`src/rtl/rtc_pkg.sv`:
```
package rtc_pkg;
    // clock and time-base rates
    localparam int CLK_HZ = 20_000_000; // system clock rate
    localparam int TB_HZ = 32_768; // oscillator time base
    localparam int MS_HZ = 1_000; // thousandths step rate
    localparam int ACC_W = 26; // phase accumulator width
    localparam int NWORD = 8; // counter words, same count of latch words

    // address map, five-bit codes
    localparam logic [4:0] A_LAT = 5'h08; // first latch word
    localparam logic [4:0] A_ISTAT = 5'h10; // interrupt status, read clears
    localparam logic [4:0] A_IMASK = 5'h11; // interrupt mask, write only
    localparam logic [4:0] A_CRST = 5'h12; // counter reset
    localparam logic [4:0] A_LRST = 5'h13; // latch reset
    localparam logic [4:0] A_STAT = 5'h14; // rollover status bit
    localparam logic [4:0] A_GO = 5'h15; // go command
    localparam logic [4:0] A_STBY = 5'h16; // standby interrupt enable
    localparam logic [4:0] A_TEST = 5'h1F; // test mode, accepted, no effect

    // word indexes
    localparam int W_MS = 0; // thousandths
    localparam int W_TH = 1; // tenths and hundredths
    localparam int W_SEC = 2; // seconds
    localparam int W_MIN = 3; // minutes
    localparam int W_HR = 4; // hours
    localparam int W_WD = 5; // day of week
    localparam int W_MD = 6; // day of month
    localparam int W_MON = 7; // month

    // implemented bits of each counter word
    localparam logic [7:0] WMASK [NWORD] = '{8'hF0, 8'hFF, 8'h7F, 8'h7F, 8'h3F, 8'h07, 8'h3F, 8'h1F};

    // bcd limits
    localparam logic [7:0] ZERO = 8'h00; // reset and wrap value
    localparam logic [7:0] BOT = 8'h01; // wrap value of one-based words
    localparam logic [7:0] MS_STEP = 8'h10; // thousandths digit sits high
    localparam logic [7:0] TOP_MS = 8'h90;
    localparam logic [7:0] TOP_TH = 8'h99;
    localparam logic [7:0] TOP_SEC = 8'h59;
    localparam logic [7:0] TOP_HR = 8'h23;
    localparam logic [7:0] TOP_WD = 8'h07;
    localparam logic [7:0] TOP_MON = 8'h12;
    localparam logic [7:0] MD_LONG = 8'h31;
    localparam logic [7:0] MD_SHORT = 8'h30;
    localparam logic [7:0] MD_FEB = 8'h29;
    localparam logic [7:0] M_FEB = 8'h02;
    localparam logic [7:0] M_APR = 8'h04;
    localparam logic [7:0] M_JUN = 8'h06;
    localparam logic [7:0] M_SEP = 8'h09;
    localparam logic [7:0] M_NOV = 8'h11;
    localparam logic [3:0] DIG_MAX = 4'h9; // last bcd digit
    localparam logic [3:0] DIG_ONE = 4'h1;
    localparam logic [3:0] DIG_ZERO = 4'h0;
    localparam logic [1:0] NIB_DC = 2'b11; // top two bits of a latch nibble mark don't care

    // interrupt status bit positions
    localparam int IB_MATCH = 0;
    localparam int IB_TENTH = 1;
    localparam int IB_SEC = 2;
    localparam int IB_MIN = 3;
    localparam int IB_HOUR = 4;
    localparam int IB_DAY = 5;
    localparam int IB_WEEK = 6;
    localparam int IB_MONTH = 7;

    // pins as sampled from the outside
    typedef struct packed {
        logic pwrdn_n; // low selects power down
        logic cs_n; // chip select
        logic rd_n; // read strobe
        logic wr_n; // write strobe
        logic [4:0] addr; // word address
        logic [7:0] data; // write data
    } rtc_pins_t;

    // idle level of the pins while in reset
    localparam rtc_pins_t PINS_IDLE = '{pwrdn_n: 1'b1, cs_n: 1'b1, rd_n: 1'b1, wr_n: 1'b1,
        addr: 5'h00, data: 8'h00};

    // bus cycle states
    typedef enum logic [1:0] {
        ST_IDLE = 2'b00, // waiting for a strobe
        ST_BUSY = 2'b01, // access carried out
        ST_DONE = 2'b10 // ready released, waiting for strobe end
    } rtc_state_t;
endpackage : rtc_pkg

```
`src/rtl/rtc_sync.sv`:
```
`timescale 1ns/1ps
module rtc_sync import rtc_pkg::*; #(
    parameter int W = 1,
    parameter logic [W-1:0] RST = '0
) (
    input wire logic i_mclk,
    input wire logic i_rst,
    input wire logic [W-1:0] i_async,
    output logic [W-1:0] o_sync
);
    logic [W-1:0] s1_r, s2_r, s3_r, out_r; // three stages and the filtered level
    logic [W-1:0] out_nxt;

    // a bit changes only once the second and third stages agree
    genvar g;
    generate
        for (g = 0; g < W; g++) begin : g_bit
            always_comb begin
                out_nxt[g] = (s2_r[g] == s3_r[g]) ? s3_r[g] : out_r[g];
            end
        end
    endgenerate

    // stage registers
    always_ff @(posedge i_mclk) begin
        if (i_rst) begin
            s1_r <= RST;
            s2_r <= RST;
            s3_r <= RST;
            out_r <= RST;
        end else begin
            s1_r <= i_async;
            s2_r <= s1_r;
            s3_r <= s2_r;
            out_r <= out_nxt;
        end
    end

    assign o_sync = out_r;
endmodule : rtc_sync

```
`src/rtl/rtc_tbase.sv`:
```
`timescale 1ns/1ps
module rtc_tbase import rtc_pkg::*; (
    input wire logic i_mclk,
    input wire logic i_rst,
    input wire logic i_go,
    output logic o_tb_tick,
    output logic o_ms_tick
);
    localparam logic [ACC_W-1:0] K_CLK = ACC_W'(CLK_HZ);
    localparam logic [ACC_W-1:0] K_TB = ACC_W'(TB_HZ);
    localparam logic [ACC_W-1:0] K_MS = ACC_W'(MS_HZ);

    logic [ACC_W-1:0] tacc_r, tacc_nxt; // oscillator phase in system clocks
    logic [ACC_W-1:0] macc_r, macc_nxt; // thousandths phase in time-base ticks
    logic tb, ms;

    // fractional dividers: 32768 Hz from the system clock, 1 kHz from that
    always_comb begin
        tacc_nxt = tacc_r + K_TB;
        tb = 1'b0;
        if (tacc_nxt >= K_CLK) begin
            tacc_nxt = tacc_nxt - K_CLK;
            tb = 1'b1;
        end
        macc_nxt = macc_r;
        ms = 1'b0;
        if (tb) begin
            macc_nxt = macc_r + K_MS;
            if (macc_nxt >= K_TB) begin
                macc_nxt = macc_nxt - K_TB;
                ms = 1'b1;
            end
        end
        // go restarts the sub-second phase
        if (i_go) begin
            macc_nxt = '0;
            ms = 1'b0;
        end
    end

    // phase registers
    always_ff @(posedge i_mclk) begin
        if (i_rst) begin
            tacc_r <= '0;
            macc_r <= '0;
        end else begin
            tacc_r <= tacc_nxt;
            macc_r <= macc_nxt;
        end
    end

    assign o_tb_tick = tb;
    assign o_ms_tick = ms;
endmodule : rtc_tbase

```
`src/rtl/rtc_top.sv`:
```
`timescale 1ns/1ps
// Contract
// - counters and alarm latches, thousandths to months
// - each word two bcd nibbles, own address
// - unused counter bits ignored, read low
// - illegal bcd recovers within four increments
// - latches keep all eight written bits
// - any word cleared by reset write
// - latch nibble top bits set means don't care
// - don't care chosen per nibble
// - maskable interrupt, eight sources
// - power down: only standby interrupt stays active
// - rollover during counter read sets status
// - counting derives from 32768 Hz time base
// - thousandths word: low nibble zero
// - tenths and hundredths both count 0-9
// - five-bit address selects words and commands
// - reading interrupt status clears it and output
// - status bit on d0, rest zero
// - ready low until data valid or latched
module rtc_top import rtc_pkg::*; (
    input wire logic i_mclk,
    input wire logic i_rst,
    input wire logic i_pwrdn_n,
    input wire logic i_cs_n,
    input wire logic i_rd_n,
    input wire logic i_wr_n,
    input wire logic [4:0] i_addr,
    input wire logic [7:0] i_data,
    output logic [7:0] o_data,
    output logic o_data_oe_n,
    output logic o_rdy,
    output logic o_rdy_oe_n,
    output logic o_int,
    output logic o_int_oe_n,
    output logic o_stby,
    output logic o_stby_oe_n
);
    rtc_pins_t pin; // filtered pins
    logic tb_tick, ms_tick; // time-base and thousandths enables
    logic go_pulse; // go command write

    // synchronise all pins before use
    rtc_sync #(.W($bits(rtc_pins_t)), .RST(PINS_IDLE)) u_sync (
        .i_mclk(i_mclk),
        .i_rst(i_rst),
        .i_async({i_pwrdn_n, i_cs_n, i_rd_n, i_wr_n, i_addr, i_data}),
        .o_sync(pin)
    );

    // time base dividers
    rtc_tbase u_tbase (
        .i_mclk(i_mclk),
        .i_rst(i_rst),
        .i_go(go_pulse),
        .o_tb_tick(tb_tick),
        .o_ms_tick(ms_tick)
    );

    // ---------------- bus cycle ----------------
    rtc_state_t state_r, state_nxt;
    logic pwr; // powered, not in power down
    logic cyc_rd, cyc_wr, cyc; // strobe decode
    logic do_rd, do_wr; // one-cycle access strobes
    logic [7:0] rdata_r, rdata_nxt; // read data register
    logic [7:0] rmux; // read selection

    assign pwr = pin.pwrdn_n;
    assign cyc_rd = pwr && !pin.cs_n && !pin.rd_n && pin.wr_n;
    assign cyc_wr = pwr && !pin.cs_n && pin.rd_n && !pin.wr_n;
    assign cyc = cyc_rd || cyc_wr;
    assign do_rd = (state_r == ST_BUSY) && cyc_rd;
    assign do_wr = (state_r == ST_BUSY) && cyc_wr;
    assign go_pulse = do_wr && (pin.addr == A_GO);

    // cycle sequencing
    always_comb begin
        state_nxt = state_r;
        case (state_r)
            ST_IDLE: begin
                if (cyc) begin
                    state_nxt = ST_BUSY;
                end
            end
            ST_BUSY: begin
                state_nxt = ST_DONE;
            end
            ST_DONE: begin
                if (!cyc) begin
                    state_nxt = ST_IDLE;
                end
            end
            default: begin
                state_nxt = ST_IDLE;
            end
        endcase
    end

    always_ff @(posedge i_mclk) begin
        if (i_rst) begin
            state_r <= ST_IDLE;
        end else begin
            state_r <= state_nxt;
        end
    end

    // ready pulled low from strobe until the access has been done
    assign o_rdy = 1'b0;
    assign o_rdy_oe_n = !(cyc && (state_r != ST_DONE));

    // data bus driven only while a selected read is in progress
    assign o_data = rdata_r;
    assign o_data_oe_n = !cyc_rd;

    // ---------------- counters and latches ----------------
    logic [7:0] cnt_r [NWORD]; // counter words
    logic [7:0] cnt_nxt [NWORD];
    logic [7:0] lat_r [NWORD]; // alarm latch words
    logic [7:0] lat_nxt [NWORD];
    logic [8:0] s_ms, s_th, s_sec, s_min, s_hr, s_wd, s_md, s_mon; // {carry, next}
    logic c_ms, c_th, c_sec, c_min, c_hr, c_wd, c_md;
    logic [7:0] ev; // counter events into interrupt status

    // one step of a two-digit word; wraps on any value at or above the top
    function automatic logic [8:0] inc_w(input logic [7:0] v, input logic [7:0] top, input logic [7:0] bot);
        logic [8:0] r;
        r = {1'b0, v[7:4], v[3:0] + DIG_ONE};
        if (v >= top) begin
            r = {1'b1, bot};
        end else if (v[3:0] >= DIG_MAX) begin
            r = {1'b0, v[7:4] + DIG_ONE, DIG_ZERO};
        end
        return r;
    endfunction : inc_w

    // last monthday_counter, february fixed at 29
    function automatic logic [7:0] md_top(input logic [7:0] m);
        logic [7:0] r;
        case (m)
            M_FEB: r = MD_FEB;
            M_APR, M_JUN, M_SEP, M_NOV: r = MD_SHORT;
            default: r = MD_LONG;
        endcase
        return r;
    endfunction : md_top

    // count, then let bus writes override
    always_comb begin
        cnt_nxt = cnt_r;
        lat_nxt = lat_r;
        ev = '0;
        s_ms = (cnt_r[W_MS] >= TOP_MS) ? {1'b1, ZERO} : {1'b0, cnt_r[W_MS] + MS_STEP};
        s_th = inc_w(cnt_r[W_TH], TOP_TH, ZERO);
        s_sec = inc_w(cnt_r[W_SEC], TOP_SEC, ZERO);
        s_min = inc_w(cnt_r[W_MIN], TOP_SEC, ZERO);
        s_hr = inc_w(cnt_r[W_HR], TOP_HR, ZERO);
        s_wd = inc_w(cnt_r[W_WD], TOP_WD, BOT);
        s_md = inc_w(cnt_r[W_MD], md_top(cnt_r[W_MON]), BOT);
        s_mon = inc_w(cnt_r[W_MON], TOP_MON, BOT);
        c_ms = ms_tick && s_ms[8];
        c_th = c_ms && s_th[8];
        c_sec = c_th && s_sec[8];
        c_min = c_sec && s_min[8];
        c_hr = c_min && s_hr[8];
        c_wd = c_hr && s_wd[8];
        c_md = c_hr && s_md[8];
        if (ms_tick) cnt_nxt[W_MS] = s_ms[7:0];
        if (c_ms) cnt_nxt[W_TH] = s_th[7:0];
        if (c_th) cnt_nxt[W_SEC] = s_sec[7:0];
        if (c_sec) cnt_nxt[W_MIN] = s_min[7:0];
        if (c_min) cnt_nxt[W_HR] = s_hr[7:0];
        if (c_hr) cnt_nxt[W_WD] = s_wd[7:0];
        if (c_hr) cnt_nxt[W_MD] = s_md[7:0];
        if (c_md) cnt_nxt[W_MON] = s_mon[7:0];
        // interrupt sources
        ev[IB_TENTH] = c_ms && (cnt_r[W_TH][3:0] >= DIG_MAX);
        ev[IB_SEC] = c_th;
        ev[IB_MIN] = c_sec;
        ev[IB_HOUR] = c_min;
        ev[IB_DAY] = c_hr;
        ev[IB_WEEK] = c_wd;
        ev[IB_MONTH] = c_md;
        // bus writes
        if (do_wr) begin
            if (pin.addr < A_LAT) begin
                cnt_nxt[pin.addr[2:0]] = pin.data;
            end else if (pin.addr < A_ISTAT) begin
                lat_nxt[pin.addr[2:0]] = pin.data;
            end else if (pin.addr == A_GO) begin
                cnt_nxt[W_MS] = ZERO;
                cnt_nxt[W_TH] = ZERO;
                cnt_nxt[W_SEC] = ZERO;
            end
            for (int k = 0; k < NWORD; k++) begin
                if ((pin.addr == A_CRST) && pin.data[k]) cnt_nxt[k] = ZERO;
                if ((pin.addr == A_LRST) && pin.data[k]) lat_nxt[k] = ZERO;
            end
        end
        // unimplemented counter bits never store
        for (int k = 0; k < NWORD; k++) begin
            cnt_nxt[k] = cnt_nxt[k] & WMASK[k];
        end
    end

    always_ff @(posedge i_mclk) begin
        if (i_rst) begin
            for (int k = 0; k < NWORD; k++) begin
                cnt_r[k] <= ZERO;
                lat_r[k] <= ZERO;
            end
        end else begin
            cnt_r <= cnt_nxt;
            lat_r <= lat_nxt;
        end
    end

    // ---------------- alarm comparison ----------------
    logic [2*NWORD-1:0] nib_ok; // per-nibble match or don't care
    logic match_now, match_r, match_nxt;

    genvar g;
    generate
        for (g = 0; g < 2*NWORD; g++) begin : g_nib
            always_comb begin
                nib_ok[g] = (lat_r[g/2][4*(g%2)+2 +: 2] == NIB_DC) ||
                    (lat_r[g/2][4*(g%2) +: 4] == cnt_r[g/2][4*(g%2) +: 4]);
            end
        end
    endgenerate

    assign match_now = &nib_ok;

    // comparator sampled every time-base tick
    always_comb begin
        match_nxt = tb_tick ? match_now : match_r;
    end

    // ---------------- status, mask, standby ----------------
    logic [7:0] ist_r, ist_nxt; // interrupt status
    logic [7:0] mask_r, mask_nxt; // interrupt mask
    logic roll_r, roll_nxt; // rollover status bit
    logic stby_r, stby_nxt; // standby interrupt enable
    logic cnt_read; // a counter word is being read

    assign cnt_read = cyc_rd && (pin.addr < A_LAT) && (state_r != ST_IDLE);

    // sticky flags; a new event wins over the clearing read
    always_comb begin
        ist_nxt = ist_r;
        mask_nxt = mask_r;
        roll_nxt = roll_r;
        stby_nxt = stby_r;
        if (do_rd && (pin.addr == A_ISTAT)) ist_nxt = '0;
        if (do_rd && (pin.addr == A_STAT)) roll_nxt = 1'b0;
        ist_nxt = ist_nxt | ev;
        ist_nxt[IB_MATCH] = ist_nxt[IB_MATCH] | (tb_tick && match_now);
        roll_nxt = roll_nxt | (ms_tick && cnt_read);
        if (do_wr && (pin.addr == A_IMASK)) mask_nxt = pin.data;
        if (do_wr && (pin.addr == A_STBY)) stby_nxt = pin.data[0];
    end

    always_ff @(posedge i_mclk) begin
        if (i_rst) begin
            ist_r <= '0;
            mask_r <= '0;
            roll_r <= 1'b0;
            stby_r <= 1'b0;
            match_r <= 1'b0;
        end else begin
            ist_r <= ist_nxt;
            mask_r <= mask_nxt;
            roll_r <= roll_nxt;
            stby_r <= stby_nxt;
            match_r <= match_nxt;
        end
    end

    // read selection; mask and command addresses read zero
    always_comb begin
        rmux = ZERO;
        if (pin.addr < A_LAT) rmux = cnt_r[pin.addr[2:0]];
        else if (pin.addr < A_ISTAT) rmux = lat_r[pin.addr[2:0]];
        else if (pin.addr == A_ISTAT) rmux = ist_r;
        else if (pin.addr == A_STAT) rmux = {7'h00, roll_r};
        rdata_nxt = do_rd ? rmux : rdata_r;
    end

    always_ff @(posedge i_mclk) begin
        if (i_rst) begin
            rdata_r <= ZERO;
        end else begin
            rdata_r <= rdata_nxt;
        end
    end

    // interrupt pins; standby sinks on match whether powered or not
    assign o_int = |(ist_r & mask_r);
    assign o_int_oe_n = !pwr;
    assign o_stby = 1'b0;
    assign o_stby_oe_n = !(stby_r && match_r);
endmodule : rtc_top

```
`config.mk`:
```
export PLATFORM = sky130hd
export DESIGN_NAME = rtc_top
export DESIGN_NICKNAME = d
export VERILOG_FILES = /design/src/rtl/rtc_pkg.sv /design/src/rtl/rtc_sync.sv /design/src/rtl/rtc_tbase.sv /design/src/rtl/rtc_top.sv
export SDC_FILE = /design/constraint.sdc
export NUM_CORES = 1
export LEC_CHECK = 0
export BUFFER_PORTS_ARGS = -buffer_cell sky130_fd_sc_hd__clkbuf_2
export CORE_MARGIN = 3
export CORE_UTILIZATION = 40
export DETAILED_ROUTE_END_ITERATION = 10
export SYNTH_ARGS = -nofsm -noshare
export SYNTH_HDL_FRONTEND = slang
export SYNTH_HIERARCHICAL = 1
export SYNTH_SLANG_ARGS = --single-unit
```
`constraint.sdc`:
```
create_clock -name i_mclk -period 8.8 [get_ports i_mclk]
set_input_delay 1.32 -clock i_mclk [delete_from_list [all_inputs] [get_ports i_mclk]]
set_output_delay 1.32 -clock i_mclk [all_outputs]
set_load 0.05 [all_outputs]
```
==> out/summary.txt <==
Top routing layer used: met4
Total Neg Setup Slack: 0 ps
Die extent in y: 192 um
Wire length reported by the detailed router: 45,600 um
IO Count: 34
Cell with the most instances after synthesis: dfxtp_1
Final worst clock skew: 10.3 ps
Crit path cell chain: nand4_1, a211oi_2, nand2_1, xor2_1, ha_1, o2111ai_1, a2111oi_0, o2111a_2, a21oi_1, nand2_1, nand2_1, nor2_1, nand2_1, or4_4, nor4_4, and2_1, a31oi_1, or3_1
Overall Global Routing Usage: 0.244
Peak clock frequency supported by timing: 159 MHz
Number of CTS-inserted buffers: 29
Number of DRC markers in iteration 0: 1,390
Hold Path End: u_sync/s2_r[13]
Adder-cell share of the synthesized area: 0.0397
Total buffers and inverters traversed by the critical path: 0
Instance area after placement: 14,300 um2
Startpoint of the most critical register-to-register path: u_tbase/macc_r[10]
Htree depth: 1
WP data required: 9250 ps
Critical register-to-register path endpoint: cnt_r[4]
Ant. Diodes: 0
Nets: 1,801
Via count of the first global-routing pass: 12,500
Fill cells: 3,443
GP Congestion: 0.974
IO buf count: 31
Global-route wire length before repair: 71,600 um
Number of remaining DRC errors: 0
Lkg Pwr: 5.28 nW
Post-Place Setup Slack: 2680 ps
Actual transition at the worst max-transition pin: 1160 ps
Overall overflow remaining after global route: 0
Cell family contributing the most delay on the critical path: simple AND/OR/NAND/NOR gates
Area of the die: 36,900 um2
Area inside the core boundary: 33,900 um2
Fraction of the mapped netlist area in compound gates: 0.227
# resized after CTS: 0
Mapped cell area: 13,900 um2
Effective utilization at floorplan: 0.409
Vias after detailed routing: 13,300
Startpoint of the lowest-slack hold path: u_sync/s1_r[13]
Share of the cycle needed by the critical path after routing: 0.715
Deepest clock path buffer count: 3
Final hold vios: 0
Pin count of the biggest net entering global routing: 87
# clock sinks: 248
Minimum period implied by the final worst setup slack: 6290 ps
Maxcap violations: 0
Via density per instance: 6.03
Leading post-synthesis cells by instance count: dfxtp_1 (248), a21oi_1 (198), nand2_1 (189)
Post-Synth Simple-Gate Area: 0.253
DP Wirelength: 31,300 um
PD cells: 163 nW/um2
Part of the Yosys area used for sequential elements: 0.358
Number of hold-repair buffers added at the cts stage: 0
Worst reg2reg path depth: 18
Dominant combinational cell family by area after synthesis: simple AND/OR/NAND/NOR gates
Wl on met1: 19,500 um
Worst slew margin relative to its limit: 0.219
Cells after synthesis: 1,765
Chip Width: 192 um
Initial antenna violation count: 0
Setup violations, final: 0
Async set-reset flop share out of synthesis: 0
Most used cell, CP: nand2_1
Synth Warn #: 6
Layout cell share with drive strength beyond 1: 0.0914
CTS Root Cell: clkbuf_16
Clock-pin transition on the worst setup and hold timing paths: 60 ps
Number of unique standard cell types used by synthesis: 90
EDFF count, synth: 0
Routed wl met3: 3920 um
Post-synthesis mux area share: 0.0241
Result of the run: finished, final reports clean
Top FF cell, synth: dfxtp_1
Register bit total from synthesis: 248
Met2 layer wire length in the routed design: 20,200 um
Critical path capture point type: register
Worst setup SP type: register
Number of slew-limit violations in the final report: 0
CTS tree: done
Row cnt: 67
Fin area: 15,400 um2
Post-CTS setup-driven buffer insertion count: 0
WL per Instance: 20.6 um
Clk_lat worst skew: 570 ps
Critical path peak fanout: 14
HP Class: register to register
Share of the synthesized area in the top cell type: 0.358
Library cell occupying the most area in the post-synthesis netlist: dfxtp_1
Worst vdd rail ir drop: 0.150 mV
Max stage delay on crit path: 690 ps
Leading post-synthesis cells by cell area: dfxtp_1 (36%), a21oi_1 (7.1%), nand2_1 (5.1%)
Post-synthesis xor/xnor area fraction: 0.0468
Slowest stage cell on the critical path: a211oi_2
Hold Path Cell Cnt: 1
Growth of design area from synthesis to finish: 10.9%
Number of antenna-violating nets in the routed design: 0
Flop2flop setup slack: 2510 ps
Synthesized area per cell: 7.85 um2
Setup repair after global routing missed its margin: false
Critical setup path kind: register to register
Worst-case setup margin in the final layout: 2510 ps
First-pass iteration count of the detailed router: 6
Crit path arrival time: 6740 ps
[worst max-delay path by stage]
stage | start | slack (ps) | end | cells after the start
after detailed placement | u_tbase/macc_r[10] | 2680 | cnt_r[2] | 18
after global placement | u_tbase/macc_r[10] | 2800 | cnt_r[4] | 18
final | u_tbase/macc_r[10] | 2510 | cnt_r[4] | 18
after CTS | u_tbase/macc_r[10] | 2600 | cnt_r[4] | 18
after global routing | u_tbase/macc_r[10] | 1900 | cnt_r[4] | 18
after floorplan | u_tbase/macc_r[5] | 4240 | cnt_r[37] | 20
[layout by cell type (no fill, tap or decap), types with 21 or more instances in the layout]
cell and count:
dfxtp_1 247, buf_4 28, nor3_1 27, inv_1 58, a21oi_1 198, xor2_1 23, nand2_1 189, nand3_1 116
clkbuf_16 29, nor2_1 131, clkbuf_2 30, ha_1 44, a22oi_1 33, o21ai_0 83, nor2b_1 50, xnor2_1 51
a31oi_1 21, mux2i_1 21, nand4_1 22
[state kept, by name, indices dropped and copies added, names as in the netlist]
name	flops
u_tbase/macc_r	23
u_sync/s1_r	17
ist_r	8
u_tbase/tacc_r	18
u_sync/o_sync	17
mask_r	8
u_sync/s2_r	17
cnt_r	46
state_r	2
u_sync/s3_r	17
roll_r	1
lat_r	64
o_data	8
stby_r	1
match_r	1
[area by class of cell]
cell class / instances / area [um2] / share of cell area
multi-input combinational: 1341 / 8210 / 0.534
sequential: 248 / 4970 / 0.323
clock buffer: 37 / 806 / 0.0524
tap: 448 / 561 / 0.0365
timing repair buffer: 59 / 372 / 0.0242
clock inverter: 17 / 233 / 0.0151
inverter: 59 / 221 / 0.0144
[per-stage QoR]
stage / hold WS, ps / power [mW] / cells / utilization
after floorplan: 383 / 1.21 / 1766 / -
after global placement: 385 / 1.23 / 2155 / 0.423
after detailed placement: 390 / 1.23 / 2155 / 0.423
after CTS: 407 / 2.52 / 2209 / 0.454
after global routing: 422 / 2.57 / 2209 / 0.454
final: 403 / 2.50 / 2209 / 0.454
[cell families (layout without fill, tap and decap cells)]
kind of cell | after synthesis | in the layout
multiplexers | 32 | 32
other | 1 | 2
AO/OA/AOI/OAI | 495 | 495
buffers and inverters | 177 | 172
XOR/XNOR | 74 | 74
adder cells (fa/ha/maj) | 44 | 44
flip-flops | 248 | 248
AND/OR/NAND/NOR | 694 | 694
[layer usage]
layer / GRT usage / vias up
met5: 0 / -
met4: 0.103 / 0
met3: 0.0398 / 142
met2: 0.380 / 600
met1: 0.335 / 6298
li1: - / 6276
[report_power, final]
group | leakage (nW) | internal (mW) | total [mW] | switching, mW
Clock | 0.509 | 0.774 | 1.30 | 0.521
Combinational | 2.76 | 0.0212 | 0.0620 | 0.0408
Sequential | 2.01 | 1.13 | 1.14 | 0.00791
(Power assumes the default switching activity.)
